<file path="config.mk">
export PLATFORM = sky130hd
export DESIGN_NAME = motor_bridge_control
export DESIGN_NICKNAME = d
export VERILOG_FILES = /design/src/motor_bridge_control.v
export VERILOG_INCLUDE_DIRS = /design/src
export SDC_FILE = /design/constraint.sdc
export NUM_CORES = 1
export LEC_CHECK = 0
export BUFFER_PORTS_ARGS = -buffer_cell sky130_fd_sc_hd__clkbuf_2
export CAP_MARGIN = 20
export CORE_MARGIN = 10
export CORE_UTILIZATION = 54
export DETAILED_ROUTE_END_ITERATION = 8
export HOLD_SLACK_MARGIN = 0.03
export PLACE_DENSITY = 0.75
export REMOVE_ABC_BUFFERS = 1
export SLEW_MARGIN = 20
export SYNTH_ARGS = -nofsm -noshare
export SYNTH_HDL_FRONTEND = slang
export SYNTH_SLANG_ARGS = --single-unit
</file>
<file path="constraint.sdc">
create_clock -name ref_clk -period 1.65 [get_ports ref_clk]
set_input_delay 0.0825 -clock ref_clk [delete_from_list [all_inputs] [get_ports ref_clk]]
set_output_delay 0.0825 -clock ref_clk [all_outputs]
set_load 0.1 [all_outputs]
</file>
<file path="src/motor_bridge_map.vh">
`ifndef MOTOR_BRIDGE_MAP_VH
`define MOTOR_BRIDGE_MAP_VH
// Serial frame layout
`define FRAME_BITS 16
`define FRAME_CNT_W 5
`define CFG_MODE_BIT 13
`define CFG_DIR_C_BIT 12
`define CFG_DIR_A_BIT 11
`define CFG_DIR_B_BIT 10
`define CFG_HS1_BIT 9
`define CFG_HS2_BIT 8
`define CFG_LS1_BIT 7
`define CFG_LS2_BIT 6
`define CFG_RESET 16'h0000
// Synchroniser preset: supply reads low, reset and enable read released
`define SYNC_RESET 13'h0120
// Timing, ref_clk 10 MHz
`define CLK_HZ 10000000
`define OSC_HZ 200000
`define OSC_DIV (`CLK_HZ / `OSC_HZ)
`define DEGLITCH_NS 500
`define OSC_TICK_NS 5000
`define DEGLITCH_CYCLES ((`DEGLITCH_NS * (`CLK_HZ / 1000000) + 999) / 1000)
`define ON_DUTY_PCT 4
`define OFF_TIME_NS 25000
`define OFF_TICKS (`OFF_TIME_NS * (100 - `ON_DUTY_PCT) / (`ON_DUTY_PCT * `OSC_TICK_NS))
`define DEAD_NS 500
`define DEAD_CYCLES ((`DEAD_NS * (`CLK_HZ / 1000000) + 999) / 1000)
`endif

</file>
<file path="src/motor_bridge_control.v">
`timescale 1ns/10ps
`include "motor_bridge_map.vh"
// Summary of operation
// - Bridge A high-side outputs follow the drive A PWM input level.
// - Bridge B high-side outputs follow the drive B PWM input level.
// - Driver C phase A follows PWM A, phase B follows PWM B.
// - In DC mode the driver C high side picked by direction modulates from PWM A only.
// - Config bit 13 picks mode: 0 step, 1 DC bridge.
// - In DC mode low-side transistors serve as general low-side outputs.
// - In step mode high-side transistors serve as general high-side outputs.
// - Driver C direction and high-side outputs 1 and 2 come from serial bits.
// - Supply above 20 V forces all step outputs off.
// - Direction reversal is applied at once, even with current flowing.
// - Open PWM inputs read low: PWM-driven high sides stay off, step counterphases turn on.
// - Overcurrent acts only after deglitch window, then off-timer starts.
// - Off-timer holds bridge off for about four percent on-duty.
// - Thermal shutdown disables motor bridge outputs.
// - Supervisor reset turns step outputs off and bridge A and B low sides on.
// - Config updates only on a frame's 16th serial bit, and only if that bit is high.
// - Step counterphase turns on only after a dead time.
module motor_bridge_control (
  input wire ref_clk,
  input wire rst,
  input wire drive_a_pwm_in,
  input wire drive_b_pwm_in,
  input wire drive_c_pwm_a_in,
  input wire drive_c_pwm_b_in,
  input wire ser_clk,
  input wire ser_enable_n,
  input wire ser_data_in,
  input wire supply_over_20v,
  input wire supervisor_reset_n,
  input wire thermal_shutdown_flag,
  input wire [2:0] overcurrent,
  output reg [1:0] motor_a_bridge_high,
  output reg [1:0] motor_a_bridge_low,
  output reg [1:0] motor_b_bridge_high,
  output reg [1:0] motor_b_bridge_low,
  output reg drive_c_out_first,
  output reg drive_c_out_second,
  output reg [1:0] drive_c_low,
  output reg [1:0] step_phase_on,
  output reg [1:0] step_counter_on,
  output wire [2:0] bridge_tripped,
  output reg dc_mode
);
  // Counter reloads kept at full width, then cut to each counter
  localparam [31:0] OSC_RELOAD = `OSC_DIV - 1;
  localparam [31:0] GLITCH_LIMIT = `DEGLITCH_CYCLES;
  localparam [31:0] OFF_RELOAD = `OFF_TICKS;
  localparam [31:0] DEAD_RELOAD = `DEAD_CYCLES;
  localparam [12:0] SYNC_PRESET = `SYNC_RESET;

  // Two-flop synchronisers for every pin input
  wire [12:0] raw_pins = {
    overcurrent,
    thermal_shutdown_flag,
    supervisor_reset_n,
    supply_over_20v,
    ser_data_in,
    ser_enable_n,
    ser_clk,
    drive_c_pwm_b_in,
    drive_c_pwm_a_in,
    drive_b_pwm_in,
    drive_a_pwm_in
  };
  wire [12:0] sync2;
  genvar gi;
  generate
    for (gi = 0; gi < 13; gi = gi + 1) begin : g_sync
      reg stage1;
      reg stage2;
      always @(posedge ref_clk) begin
        if (rst) begin
          stage1 <= SYNC_PRESET[gi];
          stage2 <= SYNC_PRESET[gi];
        end else begin
          stage1 <= raw_pins[gi];
          stage2 <= stage1;
        end
      end
      assign sync2[gi] = stage2;
    end
  endgenerate
  // Pads pull low when open, so a floating pin reads as off
  wire pwm_a = sync2[0];
  wire pwm_b = sync2[1];
  wire pwm_ca = sync2[2];
  wire pwm_cb = sync2[3];
  wire s_clk = sync2[4];
  wire s_en_n = sync2[5];
  wire s_data = sync2[6];
  wire over_v = sync2[7];
  wire sup_rst = ~sync2[8];
  wire therm = sync2[9];
  wire [2:0] oc = sync2[12:10];

  // Serial configuration shift register
  reg s_clk_d;
  reg [15:0] shift;
  reg [`FRAME_CNT_W-1:0] bit_cnt;
  reg [15:0] cfg;
  wire s_rise = s_clk & ~s_clk_d;
  wire [15:0] next_shift = {shift[14:0], s_data};
  // Last-bit test sits on the 16th rise, so short frames never land
  wire frame_done = s_rise && !s_en_n && (bit_cnt == 5'h0F) && s_data;

  always @(posedge ref_clk) begin
    if (rst || sup_rst) begin
      s_clk_d <= 1'b0;
    end else begin
      s_clk_d <= s_clk;
    end
  end

  always @(posedge ref_clk) begin
    if (rst || sup_rst) begin
      shift <= 16'h0000;
      bit_cnt <= 5'h00;
    end else if (s_en_n) begin
      bit_cnt <= 5'h00;
    end else if (s_rise) begin
      shift <= next_shift;
      // Count holds at 31, so clocks past 16 never reach the last-bit test
      if (bit_cnt != 5'h1F) begin
        bit_cnt <= bit_cnt + 5'h01;
      end
    end
  end

  always @(posedge ref_clk) begin
    if (rst || sup_rst) begin
      cfg <= `CFG_RESET;
    end else if (frame_done) begin
      cfg <= next_shift;
    end
  end

  wire mode_dc = cfg[`CFG_MODE_BIT];
  wire dir_c = cfg[`CFG_DIR_C_BIT];
  wire dir_a = cfg[`CFG_DIR_A_BIT];
  wire dir_b = cfg[`CFG_DIR_B_BIT];
  wire hs1_on = cfg[`CFG_HS1_BIT];
  wire hs2_on = cfg[`CFG_HS2_BIT];
  wire ls1_on = cfg[`CFG_LS1_BIT];
  wire ls2_on = cfg[`CFG_LS2_BIT];

  // 200 kHz tick from divider
  reg [5:0] osc_cnt;
  wire osc_tick = (osc_cnt == 6'h00);
  always @(posedge ref_clk) begin
    if (rst) begin
      osc_cnt <= 6'h00;
    end else if (osc_tick) begin
      osc_cnt <= OSC_RELOAD[5:0];
    end else begin
      osc_cnt <= osc_cnt - 6'h01;
    end
  end

  // Per-bridge overcurrent deglitch and off-timer
  wire bridge_disable = therm | sup_rst;
  generate
    for (gi = 0; gi < 3; gi = gi + 1) begin : g_oc
      reg [3:0] glitch_cnt;
      reg [7:0] off_cnt;
      reg trip;
      always @(posedge ref_clk) begin
        if (rst || bridge_disable) begin
          glitch_cnt <= 4'h0;
          off_cnt <= 8'h00;
          trip <= 1'b0;
        end else if (off_cnt != 8'h00) begin
          glitch_cnt <= 4'h0;
          if (osc_tick) begin
            off_cnt <= off_cnt - 8'h01;
          end
          trip <= (off_cnt != 8'h01) | ~osc_tick;
        end else if (!oc[gi]) begin
          glitch_cnt <= 4'h0;
          trip <= 1'b0;
        end else begin
          // Short qualifier sets the window floor, the next tick its ceiling
          if (glitch_cnt != GLITCH_LIMIT[3:0]) begin
            glitch_cnt <= glitch_cnt + 4'h1;
          end
          if (osc_tick && glitch_cnt == GLITCH_LIMIT[3:0]) begin
            off_cnt <= OFF_RELOAD[7:0];
            trip <= 1'b1;
          end
        end
      end
      assign bridge_tripped[gi] = trip;
    end
  endgenerate

  // Step dead time per phase
  reg [1:0] pwm_step_d;
  wire [1:0] dead_done;
  wire [1:0] pwm_step = {pwm_cb, pwm_ca};
  wire step_kill = over_v | sup_rst | therm | mode_dc;
  generate
    for (gi = 0; gi < 2; gi = gi + 1) begin : g_step
      reg [2:0] dead_cnt;
      always @(posedge ref_clk) begin
        if (rst) begin
          dead_cnt <= 3'h0;
        end else if (pwm_step[gi] != pwm_step_d[gi]) begin
          dead_cnt <= DEAD_RELOAD[2:0];
        end else if (dead_cnt != 3'h0) begin
          dead_cnt <= dead_cnt - 3'h1;
        end
      end
      assign dead_done[gi] = (dead_cnt == 3'h0);
    end
  endgenerate

  // Output stage
  wire en_a = ~therm & ~bridge_tripped[0];
  wire en_b = ~therm & ~bridge_tripped[1];
  wire en_c = ~therm & ~bridge_tripped[2];

  // Phase history for the dead-time counters and counterphase gate
  always @(posedge ref_clk) begin
    if (rst) begin
      pwm_step_d <= 2'h0;
    end else begin
      pwm_step_d <= pwm_step;
    end
  end

  always @(posedge ref_clk) begin
    if (rst) begin
      dc_mode <= 1'b0;
    end else begin
      dc_mode <= mode_dc;
    end
  end

  // Direction is combinational on cfg, so reversal takes effect next edge
  always @(posedge ref_clk) begin
    if (rst) begin
      motor_a_bridge_high <= 2'h0;
      motor_a_bridge_low <= 2'h0;
    end else if (sup_rst) begin
      motor_a_bridge_high <= 2'h0;
      motor_a_bridge_low <= 2'h3;
    end else begin
      motor_a_bridge_high <= (pwm_a & en_a) ? {dir_a, ~dir_a} : 2'h0;
      motor_a_bridge_low <= en_a ? {~dir_a, dir_a} : 2'h0;
    end
  end

  always @(posedge ref_clk) begin
    if (rst) begin
      motor_b_bridge_high <= 2'h0;
      motor_b_bridge_low <= 2'h0;
    end else if (sup_rst) begin
      motor_b_bridge_high <= 2'h0;
      motor_b_bridge_low <= 2'h3;
    end else begin
      motor_b_bridge_high <= (pwm_b & en_b) ? {dir_b, ~dir_b} : 2'h0;
      motor_b_bridge_low <= en_b ? {~dir_b, dir_b} : 2'h0;
    end
  end

  // Low sides of C stay off in step mode; the step stage owns them there
  always @(posedge ref_clk) begin
    if (rst) begin
      drive_c_out_first <= 1'b0;
      drive_c_out_second <= 1'b0;
      drive_c_low <= 2'h0;
    end else if (mode_dc) begin
      drive_c_out_first <= pwm_ca & en_c & ~dir_c & ~sup_rst;
      drive_c_out_second <= pwm_ca & en_c & dir_c & ~sup_rst;
      drive_c_low <= sup_rst ? 2'h3 : {ls2_on, ls1_on};
    end else begin
      drive_c_out_first <= hs1_on & ~therm & ~sup_rst;
      drive_c_out_second <= hs2_on & ~therm & ~sup_rst;
      drive_c_low <= 2'h0;
    end
  end

  // Phase on with PWM, counterphase after dead time when PWM low
  always @(posedge ref_clk) begin
    if (rst) begin
      step_phase_on <= 2'h0;
      step_counter_on <= 2'h0;
    end else if (step_kill) begin
      step_phase_on <= 2'h0;
      step_counter_on <= 2'h0;
    end else begin
      step_phase_on <= pwm_step;
      step_counter_on <= ~pwm_step & dead_done & ~pwm_step_d;
    end
  end
endmodule // motor_bridge_control

</file>
Yosys cells after proc, flatten, opt, wreduce, memory -nomap -nowiden
Cells that the tools add are included.
{"block": "word_totals", "regBits": 129, "input_bits": 15, "out_inout_bits": 20, "word_cells": 202}
{"block": "op_classes", "n_addsub": 10, "eq_ne": 19, "mux": 33, "bitwise_logic": 43, "reduce_logical": 41}
{"operator": "$mux W8", "n": 12}
{"operator": "$ne A8 B1 Y1 const B", "n": 3}
{"operator": "$reduce_bool A8 Y1", "n": 3}
{"operator": "$sub A8 B1 Y8 const B", "n": 3}
{"operator": "$not A1 Y1", "n": 17}
{"operator": "$reduce_bool A2 Y1", "n": 8}
{"operator": "$and A1 B1 Y1", "n": 15}
{"operator": "$reduce_or A3 Y1", "n": 5}
{"operator": "$add A4 B1 Y4 const B", "n": 3}
{"operator": "$eq A4 B3 Y1 const B", "n": 3}
{"operator": "$mux W3", "n": 4}
{"operator": "$ne A4 B3 Y1 const B", "n": 3}
{"operator": "$reduce_or A2 Y1", "n": 6}
{"operator": "$mux W1", "n": 11}
{"operator": "$mux W2", "n": 5}
{"operator": "$ne A3 B1 Y1 const B", "n": 3}
{"operator": "$reduce_and A3 Y1", "n": 3}
{"operator": "$or A1 B1 Y1", "n": 7}
{"operator": "$logic_and A1 B1 Y1", "n": 6}
{"operator": "$logic_not A3 Y1", "n": 2}
{"operator": "$logic_not A6 Y1", "n": 1}
{"operator": "$mux W6", "n": 1}
{"operator": "$ne A2 B2 Y1 const B", "n": 3}
{"operator": "$reduce_bool A3 Y1", "n": 2}
{"operator": "other kinds (11)", "n": 17}

Longest topological paths before layout
Gate-level depths: netlist of run 1.
{"block": "depth", "depth_word": 6, "mapped_depth": 9, "mapped_depth_nobuf": 7}

Worst setup path before layout of run 1
No wires, ideal clock.
{"block": "synth_timing", "path_kind": "register to register", "startpoint": "reg g_oc[0].glitch_cnt[0]", "endpoint": "reg g_oc[0].off_cnt[7]", "arrival_ns": 1.586, "slack_ns": -0.052, "path_stages_with_launch": 7, "n_path_buf": 0, "synth_period_minus_slack_ns": 1.702, "cell_sequence": "dfxtp_1 -> ha_1 -> and4b_1 -> and4bb_4 -> nor4_4 -> a21oi_1 -> a31o_1"}
{"block": "synth_between", "elab_chain_len": 4}
{"element": "from (decl)", "line": "motor_bridge_control.v:166", "text": "reg [3:0] glitch_cnt;"}
{"element": "from (signal assigned)", "line": "motor_bridge_control.v:186", "text": "glitch_cnt <= glitch_cnt + 4'h1;"}
{"element": "$eq A4 B3 Y1", "line": "motor_bridge_control.v:188", "text": "if (osc_tick && glitch_cnt == GLITCH_LIMIT[3:0]) begin"}
{"element": "$logic_and A1 B1 Y1", "line": "motor_bridge_control.v:188"}
{"element": "$reduce_bool A2 Y1 (no source line)"}
{"element": "$reduce_and A3 Y1 (no source line)"}
{"element": "to (signal assigned)", "line": "motor_bridge_control.v:177", "text": "off_cnt <= off_cnt - 8'h01;"}
{"element": "to (signal assigned)", "line": "motor_bridge_control.v:189", "text": "off_cnt <= OFF_RELOAD[7:0];"}
{"element": "to (decl)", "line": "motor_bridge_control.v:167", "text": "reg [7:0] off_cnt;"}
No other way between the ends.
A chain may end at the register's enable or synchronous reset.

Final worst setup path of run 1
{"block": "layout_timing", "startpoint": "reg g_oc[2].glitch_cnt[1]", "endpoint": "reg g_oc[2].off_cnt[5]"}
{"block": "layout_between", "elab_chain_len": 4}
{"element": "from (decl)", "line": "motor_bridge_control.v:166"}
{"element": "from (signal assigned)", "line": "motor_bridge_control.v:186"}
{"element": "$eq A4 B3 Y1", "line": "motor_bridge_control.v:188"}
{"element": "$logic_and A1 B1 Y1", "line": "motor_bridge_control.v:188"}
{"element": "$reduce_bool A2 Y1 (no source line)"}
{"element": "$reduce_and A3 Y1 (no source line)"}
{"element": "to (signal assigned)", "line": "motor_bridge_control.v:177"}
{"element": "to (signal assigned)", "line": "motor_bridge_control.v:189"}
{"element": "to (decl)", "line": "motor_bridge_control.v:167"}
No other way between the ends.

==> results of run 1 <==
[final cells by class]
type	instances	area [um^2]	share of cell area
flip-flops and latches	123	2480	0.373
multi-input cells	383	2580	0.389
repair buffers	107	769	0.116
clock buffers	18	428	0.0644
inverters	27	101	0.0153
clock inverters	14	146	0.0220
well taps	111	139	0.0209
[cell families after synthesis]
family,after synthesis,synth area share
DFF,123,0.484
buffers and inverters,50,0.0418
xor gates and xnor gates,23,0.0396
adders and majority gates,26,0.0640
AOI/OAI and AO/OA,85,0.0987
muxes,4,0.00787
and+or+nand+nor,244,0.264
[cells in the final DEF (no fill, tap or decap), drive strengths merged, types with 10 or more instances in the layout]
master,instances
dlygate4sd3,16
a21oi,54
dfxtp,123
xnor2,12
ha,26
nor2,46
nor3,31
nor2b,25
nand2,64
xor2,11
clkbuf,52
buf,57
nand3,23
inv,29
o21ai,10
[critical path, cell delays in order, from the launching register on]
cell and delay, ps:
dfxtp_1 330, inv_1 90, ha_4 150, nand3b_4 90, o2111ai_4 260, nor4b_4 290
nor3_1 90, a211oi_1 250
[where the power goes]
group / total (mW) / leakage (nW) / internal, mW / switching [mW]
logic: 1.71 / 1.41 / 0.742 / 0.968
clock network: 3.55 / 0.277 / 2.19 / 1.36
registers: 3.28 / 1.01 / 3.15 / 0.135
total: 8.55 / 2.69 / 6.08 / 2.47
[flip-flops by register name, summed over array words and instances, names as in the netlist, 3 cells and up]
register,flops
g_oc.off_cnt,24
g_sync.stage1,13
g_sync.stage2,13
shift,13
g_oc.glitch_cnt,12
cfg,8
g_step.dead_cnt,6
osc_cnt,6
bit_cnt,5
g_oc.trip,3
[layer usage]
metal / vias to the layer above / GRT usage
li1: 2097 / -
met4: 0 / 0.0692
met3: 37 / 0.0464
met1: 2024 / 0.200
met2: 113 / 0.282
met5: - / 0
[what timing repair did]
item | in CTS | in global routing
hold buffers | 16 | 0
gates cloned | 1 | 0
gates resized for setup | 7 | 46
endpoints found under the hold margin | 19 | 0
endpoints found under the setup margin | 16 | 32
buffers inserted | 0 | 13
pin swaps | 4 | 18
[through the flow]
stage           util  cells
2_1_floorplan      -    532
3_3_place_gp   0.610    721
3_5_place_dp   0.610    721
4_1_cts        0.693    770
5_1_grt        0.722    783
6_report       0.722    783
[worst paths after layout]
check                                           to  depth (start not counted)             startpoint  slack [ps]
worst max-delay path            g_oc[2].off_cnt[5]                          7  g_oc[2].glitch_cnt[1]         -40
worst min-delay path              g_sync[5].stage1                          3           ser_enable_n         290
worst max register to register  g_oc[2].off_cnt[5]                          7  g_oc[2].glitch_cnt[1]         -40
worst min register to register    g_sync[5].stage2                          1       g_sync[5].stage1         410
==> impl_metrics.ini, run 1 <==
[status]
status = finished, violations left
violations = negative setup slack

[logic_synthesis]
synth_cell_types = 58
yosys-top-cells-count = dfxtp_1, nand2_1, a21oi_1
synth.area.top_cells = dfxtp_1, ha_1, a21oi_1, nand2_1, nor2_1
synth_edf_count = 0
ys_async_sr_fraction = 0
syn_avg_cell_area_um2 = 9.16
ys.flop_type = dfxtp_1
synth_top_area_frac = 0.484
netlist.top_cell.by_area = dfxtp_1
syn_inst = 555
netlist_area_um2 = 5080
synth.yosys.warnings = 0
synth.ff_latch_count = 123
ys_seq_area_frac = 0.484
yosysMostFrequentCell = dfxtp_1

[worst_setup_path]
critPathArrivalTime_ps = 2090
required_ps = 2060
path_max_fanout = 4
path_class = reg2reg
cp-end-kind = flip-flop
cp-start-kind = flip-flop

[route]
viasPerCell = 5.45
met3WireLength_um = 640
dr.first_iter.drc_count = 214
dr.pass1.iters = 6
met1_length_um = 5010
detail_route.wl_per_cell_um = 15.1
drc = 0
drt-total-wl_um = 11900
wl_met2_um = 5860
vias = 4271
ant_nets = 0
dr.max_layer_used = met4

[timing]
fin_crit_ps = 1690
max_clock_freq_ghz = 0.593
maxSlewHeadroom = 0.634
setup_viol = 1
fin_skew_ps = 10.3
setup_ws_ps = -35.4
hold_ws_ps = 287
drv_slew = 0
tightest_slew_ps = 552
tns_ps = -35.4
rsz0062_at_grt = yes
fin_crit_sh = 1.02
hold_violations = 0

[die]
die_w_um = 117
die-area_um2 = 13700
num_rows = 35
die_y_um = 117
design.core.area_um2 = 9200
io_pins = 35
start_util = 0.553

[power_and_ir_drop]
p_per_area_nw_per_um2 = 1290
p_leak_nw = 2.69
power.total_mw = 8.55
max-vdd-ir-drop_uv = 1360

[global_route]
grt_max_degree = 37
grt_use_total = 0.169
overflow = 0
grt_pass1_wl_um = 18800
grt_pass1_vias = 4166
grt_antenna_before_repair = 0

[finish]
drive_above_1_share = 0.277
nets = 700
fillers = 616
fin_area_um2 = 6640
antennaDiodeCount = 0
area_growth_pct = 30.7

[worst_hold_path]
hp-class = in2reg

[clock_network]
clkLatencyLatePin_ps = 520
cts_num_sinks = 123
tritoncts = yes
clk_path_buf_depth = 2
clockRootBuffer = clkbuf_8
clk_pin_slew_ps = 60
cts_buffers = 17
htree_num_levels = 4

[placement]
place_congestion = 0.838
dp_hpwl_um = 7310
dpl_worst_slack_ps = -152
placed_cell_area_um2 = 5610
port_buffers = 34

[run]
max_cap_violations = 0
No activity file was read; power rests on OpenSTA's default activity.
==> inputs of run 2 (changes only) <==
--- a/config.mk
+++ b/config.mk
@@ -6,13 +6,14 @@
 export SDC_FILE = /design/constraint.sdc
 export NUM_CORES = 1
 export LEC_CHECK = 0
+export ABC_AREA = 1
 export BUFFER_PORTS_ARGS = -buffer_cell sky130_fd_sc_hd__clkbuf_2
 export CAP_MARGIN = 20
 export CORE_MARGIN = 10
-export CORE_UTILIZATION = 54
+export CORE_UTILIZATION = 55
 export DETAILED_ROUTE_END_ITERATION = 8
 export HOLD_SLACK_MARGIN = 0.03
-export PLACE_DENSITY = 0.75
+export PLACE_DENSITY = 0.73
 export REMOVE_ABC_BUFFERS = 1
 export SLEW_MARGIN = 20
 export SYNTH_ARGS = -nofsm -noshare
==> constraint.sdc (replaced) <==
create_clock -name ref_clk -period 1.9 [get_ports ref_clk]
set_input_delay 0.095 -clock ref_clk [delete_from_list [all_inputs] [get_ports ref_clk]]
set_output_delay 0.095 -clock ref_clk [all_outputs]
set_load 0.1 [all_outputs]
==> impl_metrics.ini, run 2 <==
[status]
status = completed

[power_and_ir_drop]
pwr-share-clk = 0.429
power.switching_mw = 1.91
combinationalPowerShare = 0.147
p_leak_nw = 2.82
switching_share = 0.283
max-vdd-ir-drop_uv = 833
p_seq_frac = 0.424
p_int_mw = 4.83
power.total_mw = 6.74
p_per_area_nw_per_um2 = 1050

[logic_synthesis]
yosys-top-cells-count = dfxtp_1, inv_1, nand2_1
synth_cell_types = 39
netlist_area_um2 = 5430
syn_inst = 679
synth_edf_count = 0
synth.ff_latch_count = 123
synth_top_area_frac = 0.453
syn_avg_cell_area_um2 = 8.00
ys.flop_type = dfxtp_1
ys_seq_area_frac = 0.453
yosysMostFrequentCell = dfxtp_1
ys_async_sr_fraction = 0
synth.yosys.warnings = 0
netlist.top_cell.by_area = dfxtp_1
synth.area.top_cells = dfxtp_1, inv_1, nand2_1, nor2_1, ha_1

[timing]
fin_crit_ps = 1720
hold_violations = 0
fin_crit_sh = 0.904
maxSlewHeadroom = 0.631
fin_skew_ps = 20.0
max_clock_freq_ghz = 0.582
tightest_slew_ps = 555
tns_ps = 0
setup_viol = 0
rsz0062_at_grt = no
drv_slew = 0

[die]
die_w_um = 119
design.core.area_um2 = 9680
die_y_um = 119
num_rows = 36
io_pins = 35
start_util = 0.561
die-area_um2 = 14300

[finish]
drive_above_1_share = 0.155
fillers = 786
nets = 774
final_cell_mix = dfxtp_1, inv_1, nand2_1
final_common_cell = dfxtp_1
area_growth_pct = 17.6
antennaDiodeCount = 0
largest-register = g_oc.off_cnt
largest_reg_flops = 24

[clock_network]
clockRootBuffer = clkbuf_8
clk_pin_slew_ps = 60
htree_num_levels = 4
cts_buffers = 17
cts_num_sinks = 123
clkLatencyLatePin_ps = 530
clk_path_buf_depth = 2
tritoncts = yes

[route]
drc = 0
vias = 4399
ant_nets = 0
dr.pass1.iters = 5
drt-total-wl_um = 10700
viasPerCell = 5.00
dr.first_iter.drc_count = 219
detail_route.wl_per_cell_um = 12.2

[global_route]
grt_pass1_wl_um = 18800
grt_max_degree = 39
grt_antenna_before_repair = 0
overflow = 0
grt_use_total = 0.157
grt_pass1_vias = 4288

[placement]
dp_hpwl_um = 7350
place_congestion = 0.825
port_buffers = 34

[worst_setup_path]
cp-start-kind = flip-flop
cp-end-kind = flip-flop
required_ps = 2310
path_max_fanout = 5
path_class = reg2reg
critPathArrivalTime_ps = 2120
r2r_slack_ps = 180

[run]
max_cap_violations = 0

[worst_hold_path]
hp-class = in2reg
==> run 2: through the flow <==
| stage | cells | cell area [um^2] | hold WS, ps | worst slack (ps) | utilization |
|---|---|---|---|---|---|
| finish | 879 | 6390 | 297 | 183 | 0.660 |
| global route | 879 | 6390 | 311 | 13.5 | 0.660 |
| CTS | 879 | 6380 | 286 | 75.0 | 0.659 |
| detailed placement | 833 | 5690 | 285 | -71.7 | 0.588 |
| global placement | 833 | 5690 | 281 | 144 | 0.588 |
| floorplan | 663 | 5330 | 164 | 305 | - |
==> run 2: path summary, 6_finish.rpt <==
check                                        start                to  depth (start not counted)
worst min-delay path            supervisor_reset_n  g_sync[8].stage1                          3
worst min register to register    g_sync[7].stage1  g_sync[7].stage2                          2
worst max register to register          bit_cnt[0]        bit_cnt[3]                          9
worst max-delay path                    bit_cnt[0]        bit_cnt[3]                          9
==> run 2: power by group through the flow <==
stage | clock network [mW] | registers (mW) | logic [mW]
CTS | 2.94 | 2.86 | 1.01
detailed placement | 0 | 2.91 | 0.973
floorplan | 0 | 3.01 | 0.670
global route | 3.08 | 2.88 | 1.13
global placement | 0 | 2.90 | 0.938
finish | 2.89 | 2.86 | 0.991
==> run 2: critical path, stage by stage (launching register included) <==
cell and delay (ps):
dfxtp_1 340, ha_1 220, inv_1 90, nor3_2 50
ha_1 170, nand3b_1 240, inv_1 160, nand4_1 120
o21ai_0 170, a21oi_1 50
==> run 2: cells by family after synthesis <==
logic type | share of synthesized area
xor gates and xnor gates | 0.0274
adders and majority gates | 0.0599
AOI/OAI and AO/OA | 0.101
muxes | 0.00553
DFF | 0.453
and+or+nand+nor | 0.259
buffers and inverters | 0.0944
==> run 2: metal layers <==
layer  wire, um  vias up  track usage  part of all wire
met4         77        0       0.0528            0.0072
met5          0        -            0                 0
met3        484        6       0.0534             0.045
met2       5440       81        0.277              0.51
li1           -     2259            -                 -
met1       4720     2053        0.174              0.44
==> run 2: cell type report <==
| class | instances | area, um^2 | share of cell area |
|---|---|---|---|
| multi-input cells | 434 | 2470 | 0.387 |
| flip-flops and latches | 123 | 2460 | 0.385 |
| clock buffers | 23 | 477 | 0.0746 |
| inverters | 106 | 413 | 0.0646 |
| repair buffers | 51 | 333 | 0.0521 |
| well taps | 133 | 166 | 0.0260 |
| clock inverters | 9 | 63.8 | 0.00999 |
==> run 2: repair_timing <==
item / in CTS / in global routing
hold endpoints to repair: 16 / 0
endpoints found under the setup margin: 3 / 4
buffers inserted: 0 / 0
hold buffers: 14 / 0
gates resized for setup: 1 / 2
